File: config.mk
export PLATFORM = sky130hd
export DESIGN_NAME = asr_rx
export DESIGN_NICKNAME = d
export VERILOG_FILES = /design/src/rtl/asr_pkg.sv /design/src/rtl/asr_rx.sv
export SDC_FILE = /design/constraint.sdc
export NUM_CORES = 1
export LEC_CHECK = 0
export BUFFER_PORTS_ARGS = -buffer_cell sky130_fd_sc_hd__buf_2
export CAP_MARGIN = 40
export CORE_ASPECT_RATIO = 0.75
export CORE_MARGIN = 4
export CORE_UTILIZATION = 60
export DETAILED_ROUTE_END_ITERATION = 16
export HOLD_SLACK_MARGIN = 0.05
export PLACE_DENSITY_LB_ADDON = 0.3
export SYNTH_ARGS = -nofsm -noshare
export SYNTH_HDL_FRONTEND = slang
export SYNTH_SLANG_ARGS = --single-unit
File: constraint.sdc
create_clock -name clk -period 8.3 [get_ports clk]
set_clock_uncertainty 0.05 [all_clocks]
set_input_delay 1.66 -clock clk [delete_from_list [all_inputs] [get_ports clk]]
set_output_delay 1.66 -clock clk [all_outputs]
set_load 0.01 [all_outputs]
File: src/rtl/asr_pkg.sv
// Package with register map, field positions, reset values and timing counts for the serial receiver.
package asr_pkg;

   // ------------------------------------------------------------------
   // Register map
   // ------------------------------------------------------------------
   localparam logic [3:0] ADDR_CTRL1  = 4'h0;
   localparam logic [3:0] ADDR_CTRL2  = 4'h1;
   localparam logic [3:0] ADDR_CTRL3  = 4'h2;
   localparam logic [3:0] ADDR_STAT1  = 4'h3;
   localparam logic [3:0] ADDR_DATA   = 4'h4;
   localparam logic [3:0] ADDR_SYS    = 4'h5;
   localparam logic [3:0] ADDR_BAUD   = 4'h6;

   // Control one fields.
   localparam int C1_LOOP  = 7;
   localparam int C1_ENA   = 6;
   localparam int C1_TX_POLARITY_INVERT = 5;
   localparam int C1_MODE9 = 4;
   localparam int C1_WAKE  = 3;
   localparam int C1_IDLE_COUNT_ORIGIN  = 2;
   localparam int C1_PEN   = 1;
   localparam int C1_PODD  = 0;
   // Control two fields.
   localparam int C2_TXIE  = 7;
   localparam int C2_TCIE  = 6;
   localparam int C2_RXIE  = 5;
   localparam int C2_LINE_QUIET_IRQ_EN  = 4;
   localparam int C2_TE    = 3;
   localparam int C2_RE    = 2;
   localparam int C2_STBY  = 1;
   // Control three fields.
   localparam int C3_R8    = 7;
   localparam int C3_OVERRUN_IRQ_EN  = 3;
   localparam int C3_NOISE_IRQ_EN  = 2;
   localparam int C3_FRAMING_IRQ_EN  = 1;
   localparam int C3_PARITY_IRQ_EN  = 0;
   // Status one fields.
   localparam int S1_TXE   = 7;
   localparam int S1_TC    = 6;
   localparam int S1_FULL  = 5;
   localparam int S1_IDLE  = 4;
   localparam int S1_OR    = 3;
   localparam int S1_NF    = 2;
   localparam int S1_FE    = 1;
   localparam int S1_PE    = 0;
   // System register fields.
   localparam int SY_BREAK_FLAG_CLEAR_EN  = 2;
   localparam int SY_BRK   = 1;
   localparam int SY_STOP  = 0;

   localparam logic [7:0] CTRL_RESET = 8'h00;
   localparam logic [7:0] STAT_RESET = 8'hC0;
   localparam logic [7:0] BAUD_RESET = 8'h00;

   // ------------------------------------------------------------------
   // Timing
   // ------------------------------------------------------------------
   localparam int CLK_HZ       = 20_000_000;
   localparam int TICKS_PER_BIT = 16;
   localparam logic [3:0] T_START3 = 4'h3;
   localparam logic [3:0] T_START5 = 4'h5;
   localparam logic [3:0] T_START7 = 4'h7;
   localparam logic [3:0] T_S8     = 4'h8;
   localparam logic [3:0] T_S9     = 4'h9;
   localparam logic [3:0] T_S10    = 4'hA;
   localparam logic [3:0] T_LAST   = 4'hF;
   localparam logic [3:0] IDLE_8BIT = 4'hA;
   localparam logic [3:0] IDLE_9BIT = 4'hB;

   // Receiver frame states.
   typedef enum logic [1:0] {ASR_HUNT, ASR_START, ASR_DATA, ASR_STOP} asr_state_e;

   // Bus request bundle.
   typedef struct packed {
      logic [3:0] addr;
      logic [7:0] wdata;
      logic       wr;
      logic       rd;
   } asr_bus_s;

   // Serial pins as seen by the block.
   typedef struct packed {
      logic tx_out;
      logic tx_oe;
      logic rx_oe;
   } asr_pins_s;

endpackage

File: src/rtl/asr_rx.sv
// Serial receiver with standby wakeup, status flags, interrupt requests and pin takeover.
//
// Implementation choices: strobed register access and the register addresses.
`timescale 1ns/10ps
module asr_rx
   import asr_pkg::*;
(
   // Clock and reset.
   input  wire logic        clk,
   input  wire logic        arst_n,
   // Register port.
   input  wire logic [3:0]  addr,
   input  wire logic [7:0]  wdata,
   input  wire logic        wr_en,
   input  wire logic        rd_en,
   output      logic [7:0]  rdata,
   // Processor states.
   input  wire logic        cpu_stop,
   input  wire logic        dbg_break,
   // Serial pins and transmitter data.
   input  wire logic        rx_pin,
   input  wire logic        tx_data,
   output      logic        tx_pin,
   output      logic        tx_pin_oe,
   input  wire logic        port_tx_dir,
   input  wire logic        port_rx_dir,
   output      logic        rx_pin_oe,
   // Interrupt requests.
   output      logic        rx_irq,
   output      logic        err_irq,
   output      logic        tx_irq
);

   // ------------------------------------------------------------------
   // Reset and input synchronisation
   // ------------------------------------------------------------------
   logic [1:0] rst_sync_reg;
   logic       rst_n;
   logic [1:0] rx_sync_reg;
   logic [1:0] stop_sync_reg;
   logic [1:0] brk_sync_reg;

   // Reset release goes through two flops.
   always_ff @(posedge clk or negedge arst_n) begin
      if (!arst_n) begin
         rst_sync_reg <= 2'b00;
      end else begin
         rst_sync_reg <= {rst_sync_reg[0], 1'b1};
      end
   end
   assign rst_n = rst_sync_reg[1];

   // Pin and state inputs pass two flops each.
   always_ff @(posedge clk or negedge rst_n) begin
      if (!rst_n) begin
         rx_sync_reg   <= 2'b11;
         stop_sync_reg <= 2'b00;
         brk_sync_reg  <= 2'b00;
      end else begin
         rx_sync_reg   <= {rx_sync_reg[0], rx_pin};
         stop_sync_reg <= {stop_sync_reg[0], cpu_stop};
         brk_sync_reg  <= {brk_sync_reg[0], dbg_break};
      end
   end

   // ------------------------------------------------------------------
   // Registers and derived controls
   // ------------------------------------------------------------------
   logic [7:0] ctrl1_reg, ctrl2_reg, ctrl3_reg, stat_reg, data_reg, baud_reg;
   logic       break_flag_clear_en_reg, r8_reg, err_rd_reg;
   logic       enable, loop_mode, halted, in_break, may_clear, rx_on;
   logic       rx_line, frame_done, char_ok, wake_mark, idle_seen;

   assign halted    = stop_sync_reg[1];
   assign in_break  = brk_sync_reg[1];
   assign may_clear = !in_break || break_flag_clear_en_reg;
   assign enable    = ctrl1_reg[C1_ENA];
   assign loop_mode = ctrl1_reg[C1_LOOP];
   assign rx_on     = enable && ctrl2_reg[C2_RE] && !halted;
   // Loopback takes the transmitter output in place of the pin.
   assign rx_line   = loop_mode ? tx_data : rx_sync_reg[1];

   // ------------------------------------------------------------------
   // Sample tick divider
   // ------------------------------------------------------------------
   logic [7:0] div_reg;
   logic       tick;

   // Tick period is baud register plus one clocks, sixteen ticks a bit.
   assign tick = rx_on && (div_reg == baud_reg);
   always_ff @(posedge clk or negedge rst_n) begin
      if (!rst_n) begin
         div_reg <= 8'h00;
      end else if (!rx_on || tick) begin
         div_reg <= 8'h00;
      end else begin
         div_reg <= div_reg + 8'h01;
      end
   end

   // ------------------------------------------------------------------
   // Frame receiver
   // ------------------------------------------------------------------
   asr_state_e  st_reg;
   logic [3:0]  rt_reg, bit_reg, ones_reg;
   logic [8:0]  shf_reg;
   logic [2:0]  smp_reg;
   logic        nz_reg, idle_arm_reg, start3_reg;
   logic [3:0]  nbits, idle_len;
   logic        maj, smp_noise, parity_bad, msb;

   // Majority vote and disagreement over three samples.
   function automatic logic vote(input logic [2:0] s);
      vote = (s[0] & s[1]) | (s[0] & s[2]) | (s[1] & s[2]);
   endfunction

   assign nbits      = ctrl1_reg[C1_MODE9] ? 4'h9 : 4'h8;
   assign idle_len   = ctrl1_reg[C1_MODE9] ? IDLE_9BIT : IDLE_8BIT;
   assign maj        = vote({smp_reg[1:0], rx_line});
   assign smp_noise  = ({smp_reg[1:0], rx_line} != 3'b000) && ({smp_reg[1:0], rx_line} != 3'b111);
   // Parity bit sits in the most significant received position.
   assign parity_bad = ctrl1_reg[C1_PEN] &&
                       ((ctrl1_reg[C1_MODE9] ? ^shf_reg : ^shf_reg[8:1]) != ctrl1_reg[C1_PODD]);
   assign msb        = ctrl1_reg[C1_MODE9] ? shf_reg[8] : shf_reg[8];
   assign frame_done = tick && st_reg == ASR_STOP && rt_reg == T_S10;
   assign wake_mark  = ctrl1_reg[C1_WAKE] && msb;
   assign char_ok    = frame_done && (!ctrl2_reg[C2_STBY] || wake_mark);
   assign idle_seen  = tick && rt_reg == T_LAST && ones_reg == idle_len - 4'h1 && rx_line && idle_arm_reg;

   // Bit timing and shifting, run on the sixteen-times tick.
   always_ff @(posedge clk or negedge rst_n) begin
      if (!rst_n) begin
         st_reg  <= ASR_HUNT;
         rt_reg  <= 4'h0;
         bit_reg <= 4'h0;
         shf_reg <= 9'h000;
         smp_reg <= 3'b000;
         nz_reg  <= 1'b0;
         start3_reg <= 1'b0;
      end else if (!rx_on) begin
         st_reg  <= ASR_HUNT;
         rt_reg  <= 4'h0;
      end else if (tick) begin
         rt_reg  <= rt_reg + 4'h1;
         smp_reg <= {smp_reg[1:0], rx_line};
         case (st_reg)
            ASR_HUNT: begin
               // Tick count runs free here so idle bit times stay timed.
               if (!rx_line && smp_reg == 3'b111) begin
                  st_reg <= ASR_START;
                  rt_reg <= 4'h2;
                  nz_reg <= 1'b0;
               end
            end
            ASR_START: begin
               // The third sample is kept, as the sample history is only three deep.
               if (rt_reg == T_START3) begin
                  start3_reg <= rx_line;
               end
               if (rt_reg == T_START7) begin
                  // Samples at three, five and seven verify the start.
                  if (vote({start3_reg, smp_reg[1], rx_line})) begin
                     st_reg <= ASR_HUNT;
                  end else if ({start3_reg, smp_reg[1], rx_line} != 3'b000) begin
                     nz_reg <= 1'b1;
                  end
               end
               if (rt_reg == T_LAST) begin
                  st_reg  <= ASR_DATA;
                  bit_reg <= 4'h0;
               end
            end
            ASR_DATA: begin
               if (rt_reg == T_S10) begin
                  shf_reg <= ctrl1_reg[C1_MODE9] ? {maj, shf_reg[8:1]} : {maj, shf_reg[8:2], 1'b0};
                  if (smp_noise) begin
                     nz_reg <= 1'b1;
                  end
               end
               if (rt_reg == T_LAST) begin
                  bit_reg <= bit_reg + 4'h1;
                  if (bit_reg == nbits - 4'h1) begin
                     st_reg <= ASR_STOP;
                  end
               end
            end
            ASR_STOP: begin
               // Stop bit is decided at tick ten so a fast bit still counts.
               if (rt_reg == T_S10) begin
                  st_reg <= ASR_HUNT;
               end
            end
            default: st_reg <= ASR_HUNT;
         endcase
      end
   end

   // Idle counting of consecutive ones from start or stop origin.
   always_ff @(posedge clk or negedge rst_n) begin
      if (!rst_n) begin
         ones_reg     <= 4'h0;
         idle_arm_reg <= 1'b0;
      end else if (!rx_on) begin
         ones_reg     <= 4'h0;
      end else if (tick && rt_reg == T_LAST) begin
         if (!rx_line || (st_reg != ASR_HUNT && ctrl1_reg[C1_IDLE_COUNT_ORIGIN])) begin
            ones_reg <= 4'h0;
         end else if (ones_reg != idle_len) begin
            ones_reg <= ones_reg + 4'h1;
         end
         if (!rx_line) begin
            idle_arm_reg <= 1'b1;
         end else if (idle_seen) begin
            idle_arm_reg <= 1'b0;
         end
      end
   end

   // ------------------------------------------------------------------
   // Status flags and register writes
   // ------------------------------------------------------------------
   logic set_full, set_idle, set_or, set_nf, set_fe, set_pe, clr_ok, clr_flags, wake_idle;

   assign wake_idle = idle_seen && ctrl2_reg[C2_STBY] && !ctrl1_reg[C1_WAKE];
   assign set_full  = char_ok && !stat_reg[S1_FULL];
   assign set_or    = char_ok && stat_reg[S1_FULL];
   assign set_idle  = idle_seen && !ctrl2_reg[C2_STBY];
   assign set_nf    = set_full && (nz_reg || (smp_noise));
   assign set_fe    = set_full && !maj;
   assign set_pe    = set_full && parity_bad;
   // Two-step clear: status read arms it, data read completes it.
   assign clr_ok    = may_clear && err_rd_reg && rd_en && addr == ADDR_DATA;
   assign clr_flags = clr_ok;

   // Flag updates; hardware set wins over software clear.
   always_ff @(posedge clk or negedge rst_n) begin
      if (!rst_n) begin
         stat_reg <= STAT_RESET;
         data_reg <= 8'h00;
         r8_reg   <= 1'b0;
      end else begin
         if (!enable) begin
            stat_reg[S1_TXE] <= 1'b1;
            stat_reg[S1_TC]  <= 1'b1;
         end
         if (clr_flags) begin
            stat_reg[5:0] <= 6'h00;
         end
         if (set_full) begin
            stat_reg[S1_FULL] <= 1'b1;
            data_reg <= ctrl1_reg[C1_MODE9] ? shf_reg[7:0] : shf_reg[8:1];
            r8_reg   <= ctrl1_reg[C1_MODE9] ? shf_reg[8] : shf_reg[8];
         end
         if (set_idle) stat_reg[S1_IDLE] <= 1'b1;
         if (set_or)   stat_reg[S1_OR]   <= 1'b1;
         if (set_nf)   stat_reg[S1_NF]   <= 1'b1;
         if (set_fe)   stat_reg[S1_FE]   <= 1'b1;
         if (set_pe)   stat_reg[S1_PE]   <= 1'b1;
      end
   end

   // Control writes, standby wakeup and the first step of clearing.
   always_ff @(posedge clk or negedge rst_n) begin
      if (!rst_n) begin
         ctrl1_reg   <= CTRL_RESET;
         ctrl2_reg   <= CTRL_RESET;
         ctrl3_reg   <= CTRL_RESET;
         baud_reg    <= BAUD_RESET;
         break_flag_clear_en_reg    <= 1'b0;
         err_rd_reg  <= 1'b0;
      end else begin
         if (wr_en && addr == ADDR_CTRL1) ctrl1_reg <= wdata;
         if (wr_en && addr == ADDR_CTRL2) begin
            // Transmit and receive enables only change while enabled.
            ctrl2_reg <= enable ? wdata : {wdata[7:4], ctrl2_reg[3:2], wdata[1:0]};
         end
         if (wr_en && addr == ADDR_CTRL3) ctrl3_reg <= wdata;
         if (wr_en && addr == ADDR_BAUD)  baud_reg  <= wdata;
         if (wr_en && addr == ADDR_SYS)   break_flag_clear_en_reg  <= wdata[SY_BREAK_FLAG_CLEAR_EN];
         if ((char_ok && wake_mark) || wake_idle) begin
            ctrl2_reg[C2_STBY] <= 1'b0;
         end
         // Arming only happens when clearing is allowed; it holds across a break.
         if (rd_en && addr == ADDR_STAT1 && may_clear) begin
            err_rd_reg <= 1'b1;
         end else if (clr_ok) begin
            err_rd_reg <= 1'b0;
         end
      end
   end

   // ------------------------------------------------------------------
   // Read data, pins and interrupt requests
   // ------------------------------------------------------------------
   logic [7:0] rd_mux;
   logic       rx_req, err_req, tx_req;

   assign rd_mux = (addr == ADDR_CTRL1) ? ctrl1_reg :
                   (addr == ADDR_CTRL2) ? ctrl2_reg :
                   (addr == ADDR_CTRL3) ? {r8_reg, ctrl3_reg[6:0]} :
                   (addr == ADDR_STAT1) ? stat_reg :
                   (addr == ADDR_DATA)  ? data_reg :
                   (addr == ADDR_SYS)   ? {5'h00, break_flag_clear_en_reg, in_break, halted} :
                   (addr == ADDR_BAUD)  ? baud_reg : 8'h00;
   // Standby and stop both mute the receiver requests.
   assign rx_req  = !halted && !ctrl2_reg[C2_STBY] &&
                    ((stat_reg[S1_FULL] && ctrl2_reg[C2_RXIE]) || (stat_reg[S1_IDLE] && ctrl2_reg[C2_LINE_QUIET_IRQ_EN]));
   assign err_req = !halted && !ctrl2_reg[C2_STBY] &&
                    ((stat_reg[S1_OR] && ctrl3_reg[C3_OVERRUN_IRQ_EN]) || (stat_reg[S1_NF] && ctrl3_reg[C3_NOISE_IRQ_EN]) ||
                     (stat_reg[S1_FE] && ctrl3_reg[C3_FRAMING_IRQ_EN]) || (stat_reg[S1_PE] && ctrl3_reg[C3_PARITY_IRQ_EN]));
   assign tx_req  = !halted && enable &&
                    ((stat_reg[S1_TXE] && ctrl2_reg[C2_TXIE]) || (stat_reg[S1_TC] && ctrl2_reg[C2_TCIE]));

   // Outputs are registered.
   always_ff @(posedge clk or negedge rst_n) begin
      if (!rst_n) begin
         rdata     <= 8'h00;
         tx_pin    <= 1'b1;
         tx_pin_oe <= 1'b0;
         rx_pin_oe <= 1'b0;
         rx_irq    <= 1'b0;
         err_irq   <= 1'b0;
         tx_irq    <= 1'b0;
      end else begin
         rdata     <= rd_en ? rd_mux : 8'h00;
         tx_pin    <= tx_data ^ ctrl1_reg[C1_TX_POLARITY_INVERT];
         tx_pin_oe <= enable ? 1'b1 : port_tx_dir;
         rx_pin_oe <= enable ? 1'b0 : port_rx_dir;
         rx_irq    <= rx_req;
         err_irq   <= err_req;
         tx_irq    <= tx_req;
      end
   end

   // ------------------------------------------------------------------
   // Checks
   // ------------------------------------------------------------------
   standby_mute_a: assert property (@(posedge clk) disable iff (!rst_n)
      ctrl2_reg[C2_STBY] |=> !rx_irq) else $error("receiver request during standby");
   stop_mute_a: assert property (@(posedge clk) disable iff (!rst_n)
      halted |=> !rx_irq && !err_irq) else $error("request during stop state");
   full_set_a: assert property (@(posedge clk) disable iff (!rst_n)
      set_full |=> stat_reg[S1_FULL]) else $error("full flag not set");
   overrun_keep_a: assert property (@(posedge clk) disable iff (!rst_n)
      set_or |=> stat_reg[S1_OR] && $stable(data_reg)) else $error("overrun lost old data");
   fe_with_full_a: assert property (@(posedge clk) disable iff (!rst_n)
      $rose(stat_reg[S1_FE]) |-> $rose(stat_reg[S1_FULL])) else $error("framing not with full");
   mark_wake_a: assert property (@(posedge clk) disable iff (!rst_n)
      char_ok && wake_mark |=> !ctrl2_reg[C2_STBY]) else $error("mark did not wake");
   idle_wake_a: assert property (@(posedge clk) disable iff (!rst_n)
      wake_idle |=> !ctrl2_reg[C2_STBY] && !$rose(stat_reg[S1_IDLE])) else $error("idle wake wrong");
   pin_take_a: assert property (@(posedge clk) disable iff (!rst_n)
      enable |=> tx_pin_oe && !rx_pin_oe) else $error("pins not taken over");
   break_keep_a: assert property (@(posedge clk) disable iff (!rst_n)
      in_break && !break_flag_clear_en_reg && !set_nf |=> stat_reg[S1_NF] >= $past(stat_reg[S1_NF])) else $error("flag cleared in break");
   disable_tx_a: assert property (@(posedge clk) disable iff (!rst_n)
      !enable |=> stat_reg[S1_TXE] && stat_reg[S1_TC]) else $error("tx flags not set on disable");

endmodule

==> impl_metrics.csv, run 1 <==
group,metric,value,unit
outcome,status,"complete, no violations",
synth,synth_ff_type,"dfrtp_1",
synth,ys_seq_area_share,49.5,%
die,top_level_ports,36,
critical_path,cp_max_fo,24,
power_and_ir_drop,netSwitchingFraction,27.4,%
clocking,clockBufferDepth,2,
die,die_w,118,um
die,rows,29,
timing,slew_viol_final,0,
synth,synth.distinct_cells,69,
job,drv_cap,0,
final_layout,fillers,639,
critical_path,cp_data_arrival_time,3.30,ns
critical_path,startpoint_type,"primary input",
synth,synth_top_area_cell,"dfrtp_1",
clocking,cts_buffers,9,
place,dp_slack,4.84,ns
timing,layout_setup_ws,5.18,ns
clocking,cts_resized,0,
synth,yosys_register_bits,107,
final_layout,finish.utilization,69.5,%
synth,yosysWarnings,0,
clocking,tritoncts,"built",
final_layout,area_growth_syn_to_layout,11.0,%
die,core,8640,um^2
power_and_ir_drop,power.density,208,nW/um^2
routing,drt_iter0_markers,384,
clocking,cts_root_buf,"clkbuf_16",
synth,syn-num-nets,509,
final_layout,antennaDiodeCount,0,
critical_path,cpPeakStageDelay,0.49,ns
hold_path,hold_class,"reg2async",
final_layout,drive_gt1_share,22.6,%
timing,fin_crit,3.12,ns
die,start_util,62.7,%
clocking,clock_sinks,107,
clocking,cts_hold_buf,0,
power_and_ir_drop,p_total,1.25,mW
synth,netlist_instances,477,
global_route,grt_pass1_wl,20500,um
routing,vias,3911,
timing,tightest_slew,0.712,ns
place,port_buffers,35,
global_route,grt_overflow,0,
timing,finalCritPeriodShare,37.5,%
power_and_ir_drop,p_switching,0.342,mW
die,dieArea,10600,um^2
final_layout,largest_reg_flops,9,
power_and_ir_drop,pwr-share-seq,51.1,%
timing,rsz0062_at_grt,"no",
routing,vias_per_cell,6.26,
timing,final-setup-viol-count,0,
synth,netlist_area,5410,um^2
synth,ys_async_sr_fraction,100,%
global_route,grt_max_degree,45,
timing,hold_viol,0,
global_route,grt_pass1_vias,3859,
place,gp_congestion,0.910,
power_and_ir_drop,power_frac_comb,13.9,%
critical_path,worstPathRequired,8.48,ns
synth,avgSynthCellArea,11.3,um^2
final_layout,nets,544,
routing,drt-total-wl,12400,um
synth,synth_edf_count,0,
routing,drc,0,
timing,tns,0,ns
clocking,htree_levels,3,
power_and_ir_drop,p_leak,2.75,nW
die,fp.dieH,90.3,um
critical_path,cpMaxStageDelayCell,"nor3b_2",
power_and_ir_drop,irDropWorstVdd,0.000104,V
critical_path,crit_path_end_kind,"flip-flop",
place,place_area,5700,um^2
clocking,clkTransAtPathRegs,0.07,ns
clocking,clkLatencyLatePin,0.35,ns
critical_path,cp_cell_sequence,"buf_2 > nor3b_2 > nand3b_1 > mux2_1",
synth,yosysTopAreaCellShare,48.1,%
clocking,cts_setup_buffers,0,
routing,postRouteAntennaNets,0,
global_route,antenna_found_initial,0,
global_route,track_usage,24.5,%
timing,max_slew_margin,52.5,%
critical_path,path_class,"in2reg",
power_and_ir_drop,intPower,0.906,mW
synth,synth.area.top_cells,"dfrtp_1, mux2_2, mux2_1, nand2_1, xnor2_1",
timing,max_freq,321,MHz
routing,drt_pass1_iterations,4,
power_and_ir_drop,clkPwrFrac,35.0,%
routing,wl_per_cell,19.8,um
final_layout,final_area,6010,um^2
place,dp.final_hpwl,9140,um
layout make-up:
class / instances / area, um^2 / share of cell area (%)
Sequential cell: 107 / 2690 / 44.7
Clock inverter: 6 / 65.1 / 1.08
Clock buffer: 10 / 239 / 3.98
Multi-Input combinational cell: 340 / 2610 / 43.5
Tap cell: 108 / 135 / 2.25
Inverter: 16 / 60.1 / 1.00
Timing Repair Buffer: 38 / 210 / 3.50
through the flow:
step / hold WS (ns) / std cells
3_3_place_gp: 0.162 / 608
6_report: 0.159 / 625
4_1_cts: 0.171 / 625
5_1_grt: 0.187 / 625
3_5_place_dp: 0.163 / 609
2_1_floorplan: 0.281 / 477
cell usage after synthesis, drive strengths merged, types with 3 or more instances:
cell,count
dfrtp,104
mux2,65
nand2,36
nor2,28
o21ai,26
xnor2,18
nand3,17
inv,16
a21oi,11
nor2b,11
ha,10
clkbuf,9
mux2i,8
nand4,7
nor3b,7
xor2,7
nand2b,6
nor3,6
o22ai,6
a22o,5
a22oi,5
and3,5
buf,5
and4,4
nor4b,4
or2,4
a21boi,3
dfstp,3
nand3b,3
nand4b,3
nor4,3
cells by family after synthesis:
logic type               count (synthesis)  share of synthesized area [%]
AND/OR/NAND/NOR                        150                           15.9
adder cells (fa/ha/maj)                 10                           2.31
flip-flops                             107                           49.5
AO/OA/AOI/OAI                           80                           10.1
buffers and inverters                   30                           2.22
multiplexers                            73                           15.1
XOR/XNOR                                26                           4.88
other                                    1                         0.0693
routing by layer:
metal | wire length, um | up-vias | track usage [%] | share of wire (%)
li1 | - | 1796 | - | -
met1 | 5790 | 1950 | 36.0 | 47
met2 | 5500 | 151 | 36.4 | 44
met3 | 900 | 14 | 5.64 | 7.3
met4 | 180 | 0 | 7.32 | 1.5
met5 | 0 | - | 0 | 0
worst max-delay path, delay by kind of cell:
kind | cells | cell delay [ns]
mux | 1 | 0.42
buf+inv | 1 | 0.36
simple gates | 2 | 0.85
path summary, 6_finish.rpt:
check | from | to | cells after the start | slack [ns]
max | addr[1] | ctrl3_reg[4] | 4 | 5.18
min | rst_sync_reg[1] | shf_reg[0] | 0 | 0.16
max reg2reg | div_reg[6] | data_reg[4] | 6 | 5.83
min reg2reg | rst_sync_reg[1] | shf_reg[0] | 0 | 0.16
max in group asynchronous | rst_sync_reg[1] | rx_sync_reg[1] | 2 | 6.90
min in group clk | rst_sync_reg[0] | rst_sync_reg[1] | 0 | 0.30
power groups by stage:
| stage | logic (mW) | clock network [mW] | registers, mW |
|---|---|---|---|
| 2_1_floorplan | 0.125 | 0 | 0.628 |
| 3_3_place_gp | 0.165 | 0 | 0.645 |
| 3_5_place_dp | 0.172 | 0 | 0.646 |
| 4_1_cts | 0.173 | 0.443 | 0.636 |
| 5_1_grt | 0.191 | 0.468 | 0.644 |
| 6_report | 0.174 | 0.436 | 0.637 |
layout by cell type (no fill, tap or decap), drive strengths merged, types with 4 or more instances in the layout:
master  Yosys  routed
buf         5      38
inv        16      16
o22ai       6       6
nor3b       7       7
and4        4       4
mux2       65      65
a22oi       5       5
xnor2      18      18
or2         4       4
and3        5       5
a22o        5       5
mux2i       8       8
a21oi      11      11
nor2b      11      11
clkinv      0       4
o21ai      26      26
clkbuf      9      10
nand4       7       7
nor2       28      28
nand2b      6       6
ha         10      10
dfrtp     104     104
nor3        6       6
nand2      36      36
nand3      17      17
xor2        7       7
nor4b       4       4
No activity file was read; power rests on OpenSTA's default activity.
==> run 2, diff against run 1 <==
Clock period 8.3 ns to 3 ns, I/O delays scaled along.
==> impl_metrics.csv, run 2 (synthesis gave the netlist of run 1 again) <==
group,metric,value,unit
routing,drt_pass1_iterations,5,
routing,drt_iter0_markers,434,
final_layout,antennaDiodeCount,0,
power_and_ir_drop,clkPwrFrac,33.3,%
timing,slew_viol_final,0,
job,drv_cap,0,
clocking,cts_resized,0,
die,start_util,62.7,%
place,gp_congestion,0.958,
final_layout,largest_reg_flops,9,
power_and_ir_drop,power.density,562,nW/um^2
die,core,8640,um^2
clocking,htree_levels,3,
power_and_ir_drop,pwr-share-seq,52.2,%
hold_path,hold_depth,1,
final_layout,layout_common_cells,"dfrtp_1, mux2_2, nand2_1, buf_2, nor2_1",
final_layout,seq_area,2690,um^2
place,port_buffers,35,
critical_path,crit_path_end_kind,"flip-flop",
global_route,grt_pass1_wl,21500,um
final_layout,fillers,636,
die,dieArea,10600,um^2
critical_path,cp_max_fo,10,
hold_path,hold_class,"in2reg",
final_layout,instances_no_fill,628,
final_layout,drive_gt1_share,22.9,%
outcome,status,"complete, no violations",
routing,wl_per_cell,20.3,um
hold_path,hp-start,"rx_pin",
routing,vias_per_cell,6.38,
final_layout,area_growth_syn_to_layout,10.9,%
die,rows,29,
timing,hold_viol,0,
clocking,tritoncts,"built",
power_and_ir_drop,netSwitchingFraction,28.5,%
place,dp_cells,611,
global_route,grt_overflow,0,
critical_path,startpoint_type,"flip-flop",
power_and_ir_drop,intPower,2.41,mW
timing,final-setup-viol-count,0,
timing,tns,0,ns
routing,postRouteAntennaNets,0,
hold_path,hold_end,"rx_sync_reg[0]",
power_and_ir_drop,power_frac_comb,14.4,%
die,die_w,118,um
place,dp_slack,0.512,ns
clocking,clock_sinks,107,
power_and_ir_drop,p_switching,0.963,mW
critical_path,rrSetupSlack,0.50,ns
place,place_area,5720,um^2
critical_path,cp_data_arrival_time,2.68,ns
global_route,grt_pass1_vias,3977,
clocking,clkLatencyLatePin,0.35,ns
final_layout,nets,547,
global_route,track_usage,25.7,%
global_route,antenna_found_initial,0,
critical_path,worstPathRequired,3.18,ns
timing,rsz0062_at_grt,"no",
timing,layout_setup_ws,0.500,ns
critical_path,path_class,"reg2reg",
clocking,cts_buffers,9,
die,fp.dieH,90.3,um
critical_path,ff2ff_path_depth,5,
clocking,cts_root_buf,"clkbuf_16",
critical_path,r2r-start,"baud_reg[7]",
place,dp.final_hpwl,9320,um
clocking,clockBufferDepth,2,
timing,max_freq,400,MHz
die,top_level_ports,36,
power_and_ir_drop,p_leak,2.76,nW
final_layout,layout_commonest_cell,"dfrtp_1",
timing,tightest_slew,0.794,ns
routing,drc,0,
routing,vias,4005,
global_route,grt_max_degree,60,
timing,max_slew_margin,47.0,%
timing,fin_crit,2.50,ns
timing,hold_ws,0.296,ns
clocking,clkTransAtPathRegs,0.07,ns
critical_path,timing.rr.end,"data_reg[5]",
routing,drt-total-wl,12700,um
power_and_ir_drop,irDropWorstVdd,0.000384,V
final_layout,final_area,6000,um^2
timing,finalCritPeriodShare,83.3,%
final_layout,multi_input_area,2610,um^2
[run 2: changes by cell type in the layout (fill, tap and decap cells not counted), sizes merged]
cell,delta
buf,+2
bufinv,-1
clkbuf,-1
clkinv,-1
clkinvlp,-1
dlygate4sd3,+1
inv,+4
[run 2: what timing repair did]
action,CTS,global route
hold endpoints to repair,2,0
hold buffers,1,0
buffers inserted,0,0
[run 2: power by group through the flow]
| stage | clock network (mW) | logic [mW] | registers [mW] |
|---|---|---|---|
| finish | 1.12 | 0.487 | 1.76 |
| global route | 1.19 | 0.535 | 1.79 |
| CTS | 1.14 | 0.485 | 1.76 |
| detailed placement | 0 | 0.479 | 1.79 |
| global placement | 0 | 0.466 | 1.78 |
| floorplan | 0 | 0.345 | 1.74 |
[run 2: worst max-delay path: stages (launching register included)]
cell,delay (ns)
dfrtp_1,0.41
xnor2_1,0.23
nand4_1,0.25
nor3_2,0.49
and4b_1,0.58
mux2_1,0.38
[run 2: metrics by stage]
step / power [mW] / util (%)
floorplan: 2.08 / -
global placement: 2.25 / 66.2
detailed placement: 2.27 / 66.2
CTS: 3.39 / 69.5
global route: 3.52 / 69.5
finish: 3.38 / 69.5
[run 2: worst max path at each step]
| stage | startpoint | depth (start not counted) | slack [ns] | end |
|---|---|---|---|---|
| after floorplan | tx_data | 5 | 0.97 | nz_reg |
| after global routing | baud_reg[7] | 5 | 0.36 | data_reg[5] |
| after detailed placement | addr[1] | 4 | 0.51 | ctrl3_reg[0] |
| after global placement | addr[1] | 4 | 0.55 | ctrl3_reg[0] |
| after CTS | baud_reg[7] | 5 | 0.53 | data_reg[5] |
| final | baud_reg[7] | 5 | 0.50 | data_reg[5] |
[run 2: area by class of cell]
cell class | count | area share [%]
multi-input combinational | 340 | 43.5
inverter | 16 | 1.00
sequential | 107 | 44.7
clock inverter | 7 | 0.834
tap | 108 | 2.25
clock buffer | 9 | 3.75
timing repair buffer | 41 | 3.92
[run 2: layer usage]
| metal | global-route usage [%] | vias to the layer above | part of all wire, % |
|---|---|---|---|
| met5 | 0 | - | 0 |
| met3 | 7.83 | 23 | 7.8 |
| li1 | - | 1810 | - |
| met4 | 6.73 | 0 | 1.6 |
| met2 | 37.4 | 165 | 44 |
| met1 | 37.6 | 2007 | 46 |
